<file path="src/verilog/sync_slave_pkg.sv">
// Constants shared by the synchronous slave serial port and its receive store.
// Assumes a plain register port with a 4-bit word index and 8-bit data.
`default_nettype none

package sync_slave_pkg;

  // ==========================================================================
  // Register word indices
  localparam logic [3:0] TX_STATUS_CONTROL_IDX = 4'h0;
  localparam logic [3:0] RX_STATUS_CONTROL_IDX = 4'h1;
  localparam logic [3:0] BAUD_LINE_CONTROL_IDX = 4'h2;
  localparam logic [3:0] TX_HOLDING_DATA_IDX   = 4'h3;
  localparam logic [3:0] RX_FIFO_DATA_IDX      = 4'h4;
  localparam logic [3:0] IRQ_ENABLE_IDX        = 4'h5;
  localparam logic [3:0] EVENT_FLAGS_IDX       = 4'h6;
  localparam logic [3:0] PIN_REMAP_A_IDX       = 4'h7;
  localparam logic [3:0] PIN_REMAP_B_IDX       = 4'h8;

  // ==========================================================================
  // Field positions, transmit status and control
  localparam int CLOCK_SOURCE_MASTER_BIT = 7;
  localparam int TX_NINE_BIT_SELECT_BIT  = 6;
  localparam int TRANSMIT_ENABLE_BIT     = 5;
  localparam int SYNC_SELECT_BIT         = 4;
  localparam int TX_SHIFT_EMPTY_BIT      = 1;
  localparam int TX_NINTH_BIT_BIT        = 0;
  // Receive status and control
  localparam int SERIAL_PORT_ENABLE_BIT  = 7;
  localparam int RX_NINE_BIT_SELECT_BIT  = 6;
  localparam int SINGLE_RX_ENABLE_BIT    = 5;
  localparam int CONTINUOUS_RX_EN_BIT    = 4;
  localparam int OVERRUN_ERROR_BIT       = 1;
  localparam int RX_NINTH_BIT_BIT        = 0;
  // Baud and line control
  localparam int RX_IDLE_BIT             = 6;
  localparam int CLOCK_POLARITY_BIT      = 4;
  // Interrupt enables
  localparam int TX_IRQ_ENABLE_BIT       = 0;
  localparam int RX_IRQ_ENABLE_BIT       = 1;
  localparam int PERIPHERAL_IRQ_EN_BIT   = 2;
  localparam int GLOBAL_IRQ_ENABLE_BIT   = 3;
  // Event flags
  localparam int TX_BUFFER_EMPTY_BIT     = 0;
  localparam int RX_CHAR_READY_BIT       = 1;
  // Pin remap selects
  localparam int DATA_PIN_SELECT_BIT     = 7;
  localparam int CLOCK_PIN_SELECT_BIT    = 0;

  // ==========================================================================
  // Reset values and counts
  localparam logic [7:0]  CONTROL_RESET    = 8'h00;
  localparam logic [3:0]  CHAR_BITS_SHORT  = 4'h8;
  localparam logic [3:0]  CHAR_BITS_LONG   = 4'h9;
  localparam int          RX_FIFO_DEPTH    = 2;
  localparam logic [11:0] IRQ_VECTOR_ADDR  = 12'h004;

endpackage : sync_slave_pkg

`default_nettype wire

</file>
<file path="src/verilog/rx_char_mem.sv">
// Small word store for received characters; read data come from a register.
// Assumes the owner keeps the pointers and never reads an unwritten word.
`default_nettype none

module rx_char_mem
  import sync_slave_pkg::*;
#(
  parameter int WIDTH = 9,
  parameter int DEPTH = RX_FIFO_DEPTH,
  parameter int AW    = (DEPTH > 1) ? $clog2(DEPTH) : 1
)
(
  // Clock and enable
  input  wire logic             clock_i,
  input  wire logic             ce_i,
  // Write port
  input  wire logic             wr_en_i,
  input  wire logic [AW-1:0]    wr_addr_i,
  input  wire logic [WIDTH-1:0] wr_data_i,
  // Read port
  input  wire logic [AW-1:0]    rd_addr_i,
  output logic      [WIDTH-1:0] rd_data_o
);

  logic [WIDTH-1:0] mem_q [DEPTH];

  // ==========================================================================
  // Storage, write through when the head word is written
  always_ff @(posedge clock_i)
  begin
    if (ce_i)
    begin
      if (wr_en_i)
        mem_q[wr_addr_i] <= wr_data_i;
      rd_data_o <= (wr_en_i && wr_addr_i == rd_addr_i) ? wr_data_i : mem_q[rd_addr_i];
    end
  end

endmodule : rx_char_mem

`default_nettype wire

</file>
<file path="src/verilog/sync_serial_slave_port.sv">
// Synchronous slave serial port: shifts characters on a clock from an outside master.
// Assumes one system clock, a plain register port and pins sampled asynchronously.
//
// How it works
// - A written character moves straight into the shift register and shifts out.
// - A second character waits in holding; the empty flag stays clear.
// - Empty flag with transmit and peripheral enables wakes the core from sleep.
// - Continuous receive enable held set keeps the receiver accepting until an overrun.
// - The single receive enable has no effect on slave reception.
// - Characters arrive during sleep and wake the core with receive enable.
// - Character-ready flag sets on completion; request only with receive enable.
// - Clearing continuous receive or port enable clears overrun; port enable resets the transmit and receive paths.
// - Only synchronous slave mode shifts; other modes stay still, also in sleep.
// - Shift registers advance only on the outside master's clock.
// - A completed word in sleep sets character-ready and, with receive and peripheral enables, wakes the core.
// - After wake the core continues; with global enable it vectors to 004h.
// - When the shift word is out, the held byte loads and empty flag sets.
// - Writing the holding register clears the empty flag.
// - Clock and data pins move to alternate locations by two remap registers.
// - Data change on the leading edge, sampled on trailing; one bit per clock.
// - Receive store holds two; a third sets overrun and stops reception.
// - The clock pin driver stays off in slave operation.
// - Both receive enables clear selects transmit; otherwise transmit stops and the port receives only with continuous enable.
//
// The address map and the address-and-strobe port were decided locally.
`default_nettype none

module sync_serial_slave_port
  import sync_slave_pkg::*;
#(
  parameter int FIFO_DEPTH = RX_FIFO_DEPTH
)
(
  // Clock, reset, enable
  input  wire logic       clock_i,
  input  wire logic       rst_n_i,
  input  wire logic       ce_i,
  // Register port
  input  wire logic [3:0] reg_addr_i,
  input  wire logic [7:0] reg_wdata_i,
  input  wire logic       reg_write_i,
  input  wire logic       reg_read_i,
  output logic      [7:0] reg_rdata_o,
  // Core power state and wake
  input  wire logic       sleep_i,
  output logic            wake_o,
  output logic            irq_request_o,
  output logic     [11:0] irq_vector_o,
  // Clock pin at its two locations
  input  wire logic [1:0] clock_pin_i,
  output logic      [1:0] clock_pin_o,
  output logic      [1:0] clock_pin_oe_o,
  // Data pin at its two locations
  input  wire logic [1:0] data_pin_i,
  output logic      [1:0] data_pin_o,
  output logic      [1:0] data_pin_oe_o
);

  localparam int AW = (FIFO_DEPTH > 1) ? $clog2(FIFO_DEPTH) : 1;

  // Character length from the nine-bit select
  function automatic logic [3:0] char_bits(input logic nine);
    char_bits = nine ? CHAR_BITS_LONG : CHAR_BITS_SHORT;
  endfunction

  // ==========================================================================
  // Control registers
  logic [7:0] tx_ctrl_q;
  logic [7:0] rx_ctrl_q;
  logic [7:0] line_ctrl_q;
  logic [7:0] irq_en_q;
  logic [7:0] remap_a_q;
  logic [7:0] remap_b_q;

  wire wr_tx_ctrl = reg_write_i && reg_addr_i == TX_STATUS_CONTROL_IDX;
  wire wr_rx_ctrl = reg_write_i && reg_addr_i == RX_STATUS_CONTROL_IDX;
  wire wr_line    = reg_write_i && reg_addr_i == BAUD_LINE_CONTROL_IDX;
  wire wr_hold    = reg_write_i && reg_addr_i == TX_HOLDING_DATA_IDX;
  wire wr_irq_en  = reg_write_i && reg_addr_i == IRQ_ENABLE_IDX;
  wire wr_remap_a = reg_write_i && reg_addr_i == PIN_REMAP_A_IDX;
  wire wr_remap_b = reg_write_i && reg_addr_i == PIN_REMAP_B_IDX;
  wire rd_fifo    = reg_read_i && reg_addr_i == RX_FIFO_DATA_IDX;

  wire serial_port_enable    = rx_ctrl_q[SERIAL_PORT_ENABLE_BIT];
  wire continuous_rx_enable  = rx_ctrl_q[CONTINUOUS_RX_EN_BIT];
  wire single_rx_enable      = rx_ctrl_q[SINGLE_RX_ENABLE_BIT];
  wire rx_nine_bit_select    = rx_ctrl_q[RX_NINE_BIT_SELECT_BIT];
  wire clock_source_master   = tx_ctrl_q[CLOCK_SOURCE_MASTER_BIT];
  wire tx_nine_bit_select    = tx_ctrl_q[TX_NINE_BIT_SELECT_BIT];
  wire transmit_enable       = tx_ctrl_q[TRANSMIT_ENABLE_BIT];
  wire tx_ninth_bit          = tx_ctrl_q[TX_NINTH_BIT_BIT];
  wire tx_irq_enable         = irq_en_q[TX_IRQ_ENABLE_BIT];
  wire rx_irq_enable         = irq_en_q[RX_IRQ_ENABLE_BIT];
  wire peripheral_irq_enable = irq_en_q[PERIPHERAL_IRQ_EN_BIT];
  wire global_irq_enable     = irq_en_q[GLOBAL_IRQ_ENABLE_BIT];
  wire data_pin_sel          = remap_a_q[DATA_PIN_SELECT_BIT];
  wire clock_pin_sel         = remap_b_q[CLOCK_PIN_SELECT_BIT];

  // Only synchronous slave mode runs; a disabled port holds the transmit and receive paths in reset
  wire slave_mode = serial_port_enable && tx_ctrl_q[SYNC_SELECT_BIT]
                    && !clock_source_master;
  wire port_clear = !serial_port_enable;
  wire rx_select  = continuous_rx_enable || single_rx_enable;
  wire tx_mode    = slave_mode && !rx_select && transmit_enable;
  wire rx_mode    = slave_mode && rx_select;

  // Register writes
  always_ff @(posedge clock_i)
  begin
    if (!rst_n_i)
    begin
      tx_ctrl_q   <= CONTROL_RESET;
      rx_ctrl_q   <= CONTROL_RESET;
      line_ctrl_q <= CONTROL_RESET;
      irq_en_q    <= CONTROL_RESET;
      remap_a_q   <= CONTROL_RESET;
      remap_b_q   <= CONTROL_RESET;
    end
    else if (ce_i)
    begin
      if (wr_tx_ctrl) tx_ctrl_q   <= reg_wdata_i;
      if (wr_rx_ctrl) rx_ctrl_q   <= reg_wdata_i;
      if (wr_line)    line_ctrl_q <= reg_wdata_i;
      if (wr_irq_en)  irq_en_q    <= reg_wdata_i;
      if (wr_remap_a) remap_a_q   <= reg_wdata_i;
      if (wr_remap_b) remap_b_q   <= reg_wdata_i;
    end
  end

  // ==========================================================================
  // Pin location select and three-stage synchronisers
  wire clock_raw = clock_pin_i[clock_pin_sel];
  wire data_raw  = data_pin_i[data_pin_sel];

  logic [2:0] clk_sync_q;
  logic [2:0] dat_sync_q;
  logic       clk_level_q;
  logic       dat_level_q;

  always_ff @(posedge clock_i)
  begin
    if (!rst_n_i)
    begin
      clk_sync_q  <= 3'h0;
      dat_sync_q  <= 3'h0;
      clk_level_q <= 1'b0;
      dat_level_q <= 1'b0;
    end
    else if (ce_i)
    begin
      clk_sync_q <= {clk_sync_q[1:0], clock_raw};
      dat_sync_q <= {dat_sync_q[1:0], data_raw};
      if (clk_sync_q[1] == clk_sync_q[2]) clk_level_q <= clk_sync_q[2];
      if (dat_sync_q[1] == dat_sync_q[2]) dat_level_q <= dat_sync_q[2];
    end
  end

  // Edges of the outside clock; polarity picks which one leads
  wire clk_settled   = clk_sync_q[1] == clk_sync_q[2];
  wire clk_rise      = clk_settled && clk_sync_q[2] && !clk_level_q;
  wire clk_fall      = clk_settled && !clk_sync_q[2] && clk_level_q;
  wire clk_invert    = line_ctrl_q[CLOCK_POLARITY_BIT];
  wire leading_edge  = slave_mode && (clk_invert ? clk_fall : clk_rise);
  wire trailing_edge = slave_mode && (clk_invert ? clk_rise : clk_fall);

  // ==========================================================================
  // Transmit path: holding register feeding the shift register
  logic [8:0] tx_holding_reg_q;
  logic       hold_full_q;
  logic [8:0] tx_shift_reg_q;
  logic       shift_full_q;
  logic [3:0] tx_count_q;
  logic       data_out_q;

  wire [3:0] tx_len    = char_bits(tx_nine_bit_select);
  wire       tx_load   = tx_mode && hold_full_q && !shift_full_q;
  wire       tx_step   = shift_full_q && leading_edge && tx_count_q < tx_len;
  wire       tx_done   = shift_full_q && trailing_edge && tx_count_q == tx_len;
  wire       tx_buffer_empty_flag = !hold_full_q;

  // Holding register; a write in the load cycle wins over the emptying
  always_ff @(posedge clock_i)
  begin
    if (!rst_n_i || port_clear)
    begin
      tx_holding_reg_q <= 9'h000;
      hold_full_q      <= 1'b0;
    end
    else if (ce_i)
    begin
      if (wr_hold)
        tx_holding_reg_q <= {tx_ninth_bit, reg_wdata_i};
      if (wr_hold)
        hold_full_q <= 1'b1;
      else if (tx_load)
        hold_full_q <= 1'b0;
    end
  end

  // Shift register: out on the leading edge, finished on the trailing edge
  always_ff @(posedge clock_i)
  begin
    if (!rst_n_i || port_clear)
    begin
      tx_shift_reg_q <= 9'h000;
      shift_full_q   <= 1'b0;
      tx_count_q     <= 4'h0;
      data_out_q     <= 1'b0;
    end
    else if (ce_i)
    begin
      if (tx_load)
      begin
        tx_shift_reg_q <= tx_holding_reg_q;
        shift_full_q   <= 1'b1;
        tx_count_q     <= 4'h0;
      end
      else if (tx_step)
      begin
        data_out_q     <= tx_shift_reg_q[0];
        tx_shift_reg_q <= {1'b0, tx_shift_reg_q[8:1]};
        tx_count_q     <= tx_count_q + 4'h1;
      end
      else if (tx_done || !tx_mode)
      begin
        shift_full_q <= 1'b0;
        tx_count_q   <= 4'h0;
      end
    end
  end

  // ==========================================================================
  // Receive path: shift register into a small character store
  logic [8:0]    rx_shift_reg_q;
  logic [3:0]    rx_count_q;
  logic          overrun_q;
  logic [AW-1:0] wr_ptr_q;
  logic [AW-1:0] rd_ptr_q;
  logic [AW:0]   fill_q;
  logic [8:0]    head_char;

  // Reception runs on continuous enable alone; single enable is ignored
  wire       rx_run   = rx_mode && continuous_rx_enable && !overrun_q;
  wire [3:0] rx_len   = char_bits(rx_nine_bit_select);
  wire       rx_bit   = rx_run && trailing_edge;
  wire       rx_last  = rx_bit && rx_count_q == rx_len - 4'h1;
  wire       fifo_pop = rd_fifo && fill_q != '0;
  wire       fifo_full = fill_q == (AW + 1)'(FIFO_DEPTH);
  wire       fifo_push = rx_last && (!fifo_full || fifo_pop);
  wire       overrun_hit = rx_last && fifo_full && !fifo_pop;
  wire [8:0] rx_char  = {rx_nine_bit_select ? dat_level_q : 1'b0,
                         rx_nine_bit_select ? rx_shift_reg_q[8:1]
                                            : {dat_level_q, rx_shift_reg_q[8:2]}};
  wire [AW-1:0] rd_ptr_d = fifo_pop ? rd_ptr_q + AW'(1) : rd_ptr_q;
  wire       rx_char_ready_flag = fill_q != '0;

  // Bits enter at the top and move down, so the first bit ends lowest
  always_ff @(posedge clock_i)
  begin
    if (!rst_n_i || port_clear)
    begin
      rx_shift_reg_q <= 9'h000;
      rx_count_q     <= 4'h0;
    end
    else if (ce_i)
    begin
      if (!rx_run)
        rx_count_q <= 4'h0;
      else if (rx_last)
        rx_count_q <= 4'h0;
      else if (rx_bit)
      begin
        rx_shift_reg_q <= {dat_level_q, rx_shift_reg_q[8:1]};
        rx_count_q     <= rx_count_q + 4'h1;
      end
    end
  end

  // Store pointers and overrun; clearing continuous enable clears overrun
  always_ff @(posedge clock_i)
  begin
    if (!rst_n_i || port_clear)
    begin
      wr_ptr_q  <= '0;
      rd_ptr_q  <= '0;
      fill_q    <= '0;
      overrun_q <= 1'b0;
    end
    else if (ce_i)
    begin
      if (fifo_push)
        wr_ptr_q <= wr_ptr_q + AW'(1);
      rd_ptr_q <= rd_ptr_d;
      if (fifo_push && !fifo_pop)
        fill_q <= fill_q + (AW + 1)'(1);
      else if (fifo_pop && !fifo_push)
        fill_q <= fill_q - (AW + 1)'(1);
      if (overrun_hit)
        overrun_q <= 1'b1;
      else if (!continuous_rx_enable)
        overrun_q <= 1'b0;
    end
  end

  // Character store; head word kept in a register
  rx_char_mem #(
    .WIDTH (9),
    .DEPTH (FIFO_DEPTH),
    .AW    (AW)
  ) u_rx_mem (
    .clock_i   (clock_i),
    .ce_i      (ce_i),
    .wr_en_i   (fifo_push),
    .wr_addr_i (wr_ptr_q),
    .wr_data_i (rx_char),
    .rd_addr_i (rd_ptr_d),
    .rd_data_o (head_char)
  );

  // ==========================================================================
  // Read data selection
  wire [7:0] tx_status = {tx_ctrl_q[7:2], !shift_full_q, tx_ctrl_q[0]};
  wire [7:0] rx_status = {rx_ctrl_q[7:2], overrun_q, head_char[8] && rx_char_ready_flag};
  wire [7:0] line_status = {line_ctrl_q[7], !rx_run, line_ctrl_q[5:0]};
  wire [7:0] flag_status = {6'h00, rx_char_ready_flag, tx_buffer_empty_flag};

  logic [7:0] read_mux;
  always_comb
  begin
    case (reg_addr_i)
      TX_STATUS_CONTROL_IDX: read_mux = tx_status;
      RX_STATUS_CONTROL_IDX: read_mux = rx_status;
      BAUD_LINE_CONTROL_IDX: read_mux = line_status;
      RX_FIFO_DATA_IDX:      read_mux = head_char[7:0];
      IRQ_ENABLE_IDX:        read_mux = irq_en_q;
      EVENT_FLAGS_IDX:       read_mux = flag_status;
      PIN_REMAP_A_IDX:       read_mux = remap_a_q;
      PIN_REMAP_B_IDX:       read_mux = remap_b_q;
      default:               read_mux = 8'h00;
    endcase
  end

  // ==========================================================================
  // Wake and request decoding
  wire tx_event = tx_buffer_empty_flag && tx_irq_enable && tx_mode;
  wire rx_event = rx_char_ready_flag && rx_irq_enable;
  wire any_event = peripheral_irq_enable && (tx_event || rx_event);

  // Registered outputs
  always_ff @(posedge clock_i)
  begin
    if (!rst_n_i)
    begin
      reg_rdata_o    <= 8'h00;
      wake_o         <= 1'b0;
      irq_request_o  <= 1'b0;
      irq_vector_o   <= 12'h000;
      clock_pin_o    <= 2'h0;
      clock_pin_oe_o <= 2'h0;
      data_pin_o     <= 2'h0;
      data_pin_oe_o  <= 2'h0;
    end
    else if (ce_i)
    begin
      reg_rdata_o    <= reg_read_i ? read_mux : 8'h00;
      wake_o         <= sleep_i && any_event;
      irq_request_o  <= any_event && global_irq_enable;
      irq_vector_o   <= IRQ_VECTOR_ADDR;
      clock_pin_o    <= 2'h0;
      clock_pin_oe_o <= 2'h0;
      data_pin_o     <= {data_out_q, data_out_q};
      data_pin_oe_o  <= tx_mode ? (data_pin_sel ? 2'h2 : 2'h1) : 2'h0;
    end
  end

endmodule : sync_serial_slave_port

`default_nettype wire

</file>
<file path="config.mk">
export PLATFORM = sky130hd
export DESIGN_NAME = sync_serial_slave_port
export DESIGN_NICKNAME = d
export VERILOG_FILES = /design/src/verilog/sync_slave_pkg.sv /design/src/verilog/rx_char_mem.sv /design/src/verilog/sync_serial_slave_port.sv
export SDC_FILE = /design/constraint.sdc
export NUM_CORES = 1
export LEC_CHECK = 0
export CORE_MARGIN = 3
export CORE_UTILIZATION = 45
export CTS_BUF_LIST = sky130_fd_sc_hd__clkbuf_2
export DETAILED_ROUTE_END_ITERATION = 7
export DONT_BUFFER_PORTS = 1
export GPL_TIMING_DRIVEN = 0
export PLACE_DENSITY = 0.57
export SLEW_MARGIN = 0
export SYNTH_ARGS = -nofsm -noshare
export SYNTH_HDL_FRONTEND = slang
export SYNTH_HIERARCHICAL = 1
export SYNTH_SLANG_ARGS = --single-unit
</file>
<file path="constraint.sdc">
create_clock -name clock_i -period 3.6 [get_ports clock_i]
set_clock_uncertainty 0.15 [all_clocks]
set_input_delay 0.36 -clock clock_i [delete_from_list [all_inputs] [get_ports clock_i]]
set_output_delay 0.36 -clock clock_i [all_outputs]
set_load 0.1 [all_outputs]
</file>
* Word-level counts from Yosys, hierarchy flattened
Memories as Yosys holds them, arrays and structs flattened. A register that Yosys moved wholly into a read port is not among the register bits.
Cells that the tools add are included.
** Cells by class
- Add/sub/neg operators :: 7
- Order comparisons :: 3
- Equality and inequality tests :: 16
- Multiplexer cells :: 35
- Bitwise operators :: 2
- Reduce and logical (&&, ||, !) cells :: 87
** Operator list (number)
- $pmux W8 S8 :: 1
- $logic_and A1 B1 Y1 :: 42
- $reduce_and A2 Y1 :: 16
- $mux W4 :: 6
- $mux W1 :: 20
- $mux W9 :: 2
- $eq A4 B3 Y1 const B :: 4
- $mux W8 :: 2
- $logic_not A1 Y1 :: 14
- $reduce_bool A2 Y1 :: 5
- $add A4 B1 Y4 const B :: 2
- $eq A4 B2 Y1 const B :: 2
- $eq A4 B4 Y1 :: 2
- $mux W2 :: 4
- $reduce_and A3 Y1 :: 2
- $logic_or A1 B1 Y1 :: 5
- $eq A4 B1 Y1 const B :: 1
- $eq A4 B4 Y1 const B :: 1
- $logic_not A4 Y1 :: 1
- $lt A1 B2 Y1 const B :: 2
- $lt A4 B4 Y1 :: 1
- $reduce_and A4 Y1 :: 1
- $sub A4 B1 Y4 const B :: 1
- $ne A3 B1 Y1 const B :: 1
- other kinds (9) :: 12
** Storage, ports and cells
- Flip-flop bits (word level) :: 113
- RAM bits :: 18
- Bits of input ports :: 22
- Output and inout bits :: 30
- Logic and storage cells :: 179
- Memories kept :: 1
** Memories
- u_rx_mem.mem_q :: depth 2, width 9, rd ports 1, clocked after Yosys merged registers in 1, write ports 1, line rx_char_mem.sv:25 : logic [WIDTH-1:0] mem_q [DEPTH];

* Longest topological paths before layout
- Depth in word-level cells :: 12
- Mapped depth :: 9
- Depth with buffers taken out :: 9

* Cells and area by module
Netlist, hierarchy kept.
** Modules (own cells, without submodules)
- sync_serial_slave_port :: times used 1, cells an instance 587, area an instance 5514.0 µm², seq. area each 2162.1 µm²
- rx_char_mem :: times used 1, cells an instance 51, area an instance 1066.0 µm², seq. area each 810.8 µm²

* Least setup slack after synthesis
OpenSTA, ideal clock, no wires.
- Path type :: input to register
- Start point :: input reg_addr_i[0]
- End point :: register u_rx_mem.rd_data_o[0] (read register of u_rx_mem.mem_q), data pin
- Setup time :: 0.260 ns
- Data arrival time :: 1.960 ns
- Data required time :: 3.190 ns
- Slack :: 1.231 ns
- Stages on the path :: 9
- Buffers on the path :: 2
- Path through :: buf_2 > nor2_1 > nand3_1 > nor2_1 > xor2_1 > buf_6 > xor2_2 > nor2_4 > mux2_2
** Between the ends
- Cells in the longest elaborated chain, start to end :: 4
** Ends and longest elaborated chain
- from (decl) :: line sync_serial_slave_port.sv:39 : input wire logic [3:0] reg_addr_i,
- $eq A4 B3 Y1 :: line sync_serial_slave_port.sv:82 : wire rd_fifo = reg_read_i && reg_addr_i == RX_FIFO_DATA_IDX;
- $logic_and A1 B1 Y1 :: line sync_serial_slave_port.sv:82
- $logic_and A1 B1 Y1 :: line sync_serial_slave_port.sv:247 : wire fifo_pop = rd_fifo && fill_q != '0;
- $mux W1 :: line sync_serial_slave_port.sv:254 : wire [AW-1:0] rd_ptr_d = fifo_pop ? rd_ptr_q + AW'(1) : rd_ptr_q;
- net rd_ptr_d :: line sync_serial_slave_port.sv:254
- to (decl) :: line rx_char_mem.sv:22 : output logic [WIDTH-1:0] rd_data_o
The timed path passes the listed nets, and every way through them passes these cells.
A chain may end at the register's enable or synchronous reset.

* Worst setup path after layout
- Start point :: register clk_sync_q[1]
- End point :: memory u_rx_mem.mem_q[0][2], enable pin
** Between the ends
- Cells in the longest elaborated chain, start to end :: 11
- Elaborated cells on any way between the ends :: 13
- Those cells by class :: eq/ne: 1; mux: 4; reduce/logical: 8
** Ends and longest elaborated chain
- from (decl) :: line sync_serial_slave_port.sv:135 : logic [2:0] clk_sync_q;
- from (signal assigned) :: line sync_serial_slave_port.sv:151 : clk_sync_q <= {clk_sync_q[1:0], clock_raw};
- $eq A1 B1 Y1 (*) :: line sync_serial_slave_port.sv:159 : wire clk_settled = clk_sync_q[1] == clk_sync_q[2];
- $logic_and A1 B1 Y1 (on tied branches) (2 in series) :: line sync_serial_slave_port.sv:161, sync_serial_slave_port.sv:160
- $mux W1 (*) :: line sync_serial_slave_port.sv:164 : wire trailing_edge = slave_mode && (clk_invert ? clk_rise : clk_fall);
- $logic_and A1 B1 Y1 (*) :: line sync_serial_slave_port.sv:164
- $logic_and A1 B1 Y1 (*) :: line sync_serial_slave_port.sv:245 : wire rx_bit = rx_run && trailing_edge;
- $logic_and A1 B1 Y1 (*) :: line sync_serial_slave_port.sv:246 : wire rx_last = rx_bit && rx_count_q == rx_len - 4'h1;
- $logic_and A1 B1 Y1 (*) :: line sync_serial_slave_port.sv:249 : wire fifo_push = rx_last && (!fifo_full || fifo_pop);
- net fifo_push :: line sync_serial_slave_port.sv:249
- $mux W1 (*) :: line rx_char_mem.sv:33 : if (wr_en_i)
- $mux W1 (*) :: line rx_char_mem.sv:31 : if (ce_i)
- $mux W1 (not written as such) (*) :: line rx_char_mem.sv:34 : mem_q[wr_addr_i] <= wr_data_i;
- to (decl) :: line rx_char_mem.sv:25
The timed path passes the listed nets; every way through them passes the cells marked *.

==> reports/qor.txt <==
xor/xnor share of the synthesized area: 0.780%
top cells by area, synth: dfxtp_1, edfxtp_1, mux2i_1
leading area contributor after synthesis: dfxtp_1
post-synthesis sequential area ratio: 45.2%
Worst Path Max Fanout: 9
peak supply drop: 0.000309 V
DIE AREA: 0.0161 mm²
number of core rows: 43
GRT Total Usage: 23.3%
Crit path arrival time: 2950 ps
H-tree Lvls: 4
Synth top area share: 32.9%
pin slew with the least headroom to its limit: 1030 ps
CTS resizes: 0
most frequent cells in the layout: dfxtp_1, mux2i_1, nor2b_1, nor2_1, mux2_2
Compound-Gate Fraction of Synth Area: 11.7%
Worst setup SP type: register
Avg Inst Size Synth: 10.3 µm²
Unique masters post-synth: 73
mux share of post-synthesis cell area: 17.9%
drt initial violations: 393
Ant. Diodes: 0
GP Congestion: 0.948
Sink Count: 135
most common cell after layout, fill and taps aside: dfxtp_1
vias per cell: 5.67
Setup-failing EPs final: 0
core area: 0.0141 mm²
Layout Nets: 716
Area Overhead vs Synth: 11.1%
initial core utilization: 46.7%
TritonCTS clock tree: done
Port Buffer Count: 0
I/O pin count: 52
initial antenna violation count: 0
Mapped Cells: 638
crit path time final: 2740 ps
critical-path cell list: ha_1, nand3b_1, nand2_1, nand3_4, nor2_1, nand2_1, nor2_1
Hold Crit Class: in2reg
total CTS buffers: 17
largest family of logic cells by synthesized area: simple AND/OR/NAND/NOR gates
Max Fclk: 365 MHz
largest net degree at the start of global routing: 17
drt drc: 0
DPL Wire Length: 12800 µm
R2R Setup Slk: 860 ps
Crit-path slowest cell: nor2_1
CTS root buffer: clkbuf_2
Die Height: 127 µm
status: finished, final reports clean
Post-Synth Simple-Gate Area: 18.6%
RSZ-0062 raised after global routing: false
Post-synth EDFFs: 27
grt ovf: 0
crit share post-route: 76.1%
pwr dens: 388 mW/mm²
Max-Cap Viols: 0
first drt pass iteration count: 6
Mapped Area: 0.00658 mm²
Worst slew margin: 31.2%
Chip Width: 127 µm
final count of hold timing violations: 0
Crit path required time: 3810 ps
post-route ant nets: 0
CP max stage delay: 720 ps
Crit Path Class: reg2reg
Finished Layout Cells: 882
Top Family by Delay on Critical Path: simple AND/OR/NAND/NOR gates
clk_lat worst skew: 730 ps
buffer and inverter count on the worst path: 0
vias in the first global route: 4970
Routed WL per cell: 20.6 µm
crit end category: register
Final Slew Violations: 0
Synth Warn #: 6
most used flip-flop cell after synthesis: dfxtp_1
via count: 5005
share of cells above drive strength 1: 16.4%
clk slew on worst S/H paths: 210 ps
Post-synth ARST share: 0%
Leak: 2.63 nW
final core occ: 51.8%
Power Total: 2.84 mW
first-pass GRT wire length: 28400 µm
clock buffer depth: 2
FF+latch count, synth: 135
post-synthesis adder-cell area fraction: 0.951%
Post-Place Cells: 832
Setup TNS: 0 ps
DRT Wirelength: 18200 µm
[cell families (layout without fill, tap and decap cells)]
kind of cell,after synthesis,in the layout
mux,113,113
simple gates,215,215
buf+inv,61,111
other cells,1,15
flops,135,135
fa+ha+maj,5,5
xor+xnor,5,5
compound gates,103,103
[state kept, by name, summed over array words and instances, names as in the netlist, 8 cells and up]
register / cells
u_rx_mem/mem_q: 18
tx_holding_reg_q: 9
tx_shift_reg_q: 9
u_rx_mem/rd_data_o: 9
irq_en_q: 8
reg_rdata_o: 8
remap_a_q: 8
remap_b_q: 8
rx_shift_reg_q: 8
[per-stage QoR]
stage	hold slack, ps	cell area (µm²)	worst slack [ps]
2_1_floorplan	285	6630	1230
3_3_place_gp	307	6860	831
3_5_place_dp	313	6860	820
4_1_cts	1.48	7310	814
5_1_grt	26.1	7310	599
6_report	77.4	7310	862
[worst paths after layout]
check,startpoint,to,cells past startpoint
hold reg to reg,tx_holding_reg_q[8],tx_shift_reg_q[8],2
setup / recovery,clk_sync_q[1],u_rx_mem/mem_q[0][2],7
setup reg to reg,clk_sync_q[1],u_rx_mem/mem_q[0][2],7
hold / removal,ce_i,data_pin_o[0],3
[routing by layer]
layer,part of all wire (%),wire (µm),global-route usage (%),vias to the layer above
met1,44,7950,30.1,2435
met5,0,0,0,-
met2,48,8650,37.3,157
met3,6.1,1110,5.60,33
li1,-,-,-,2380
met4,2.7,483,9.91,0
[final cells by class]
cell class / instances / area [µm²]
inverters: 7 / 26.3
clock buffers: 17 / 85.1
flip-flops and latches: 135 / 2970
well taps: 180 / 225
fillers: 1310 / 6790
multi-input cells: 456 / 3340
plain buffers: 54 / 290
repair buffers: 18 / 180
clock inverters: 15 / 185
[synth_stat cells, types with 3 or more instances]
cell,count
a21boi_0,7
a31oi_1,6
o22ai_1,4
edfxtp_1,27
nand3_1,12
a311oi_1,3
buf_2,7
nor3_1,22
clkbuf_1,20
nor2_1,42
ha_1,5
a211oi_1,4
nand3b_1,9
dfxtp_1,108
a22o_1,3
o21ai_0,15
nor2b_1,60
buf_1,7
o211ai_1,3
o21a_1,3
a32o_1,3
a21oi_1,20
nor3_4,3
nand4_1,3
or3_1,6
mux2_2,35
a22oi_1,8
nand2b_1,3
and3_1,4
and2_1,5
buf_4,19
inv_1,7
mux2i_1,77
a221o_1,3
nand2_1,27
[power breakdown]
part | internal (mW) | switching (mW)
Combinational | 0.0693 | 0.175
Sequential | 1.55 | 0.0185
Clock | 0.447 | 0.578
Total | 2.07 | 0.771
[worst reg2reg max path, cell delays in order (launching register included)]
cell and delay, ps:
dfxtp_1 450, ha_1 200, nand3b_1 150, nand2_1 280, nand3_4 150, nor2_1 170, nand2_1 120, nor2_1 720
[timing repair]
item                      in CTS  in global routing
hold endpoints to repair     117                  0
hold buffers                  18                  0
buffers inserted               0                  0
Note: power is estimated with default switching activity, not from simulation.
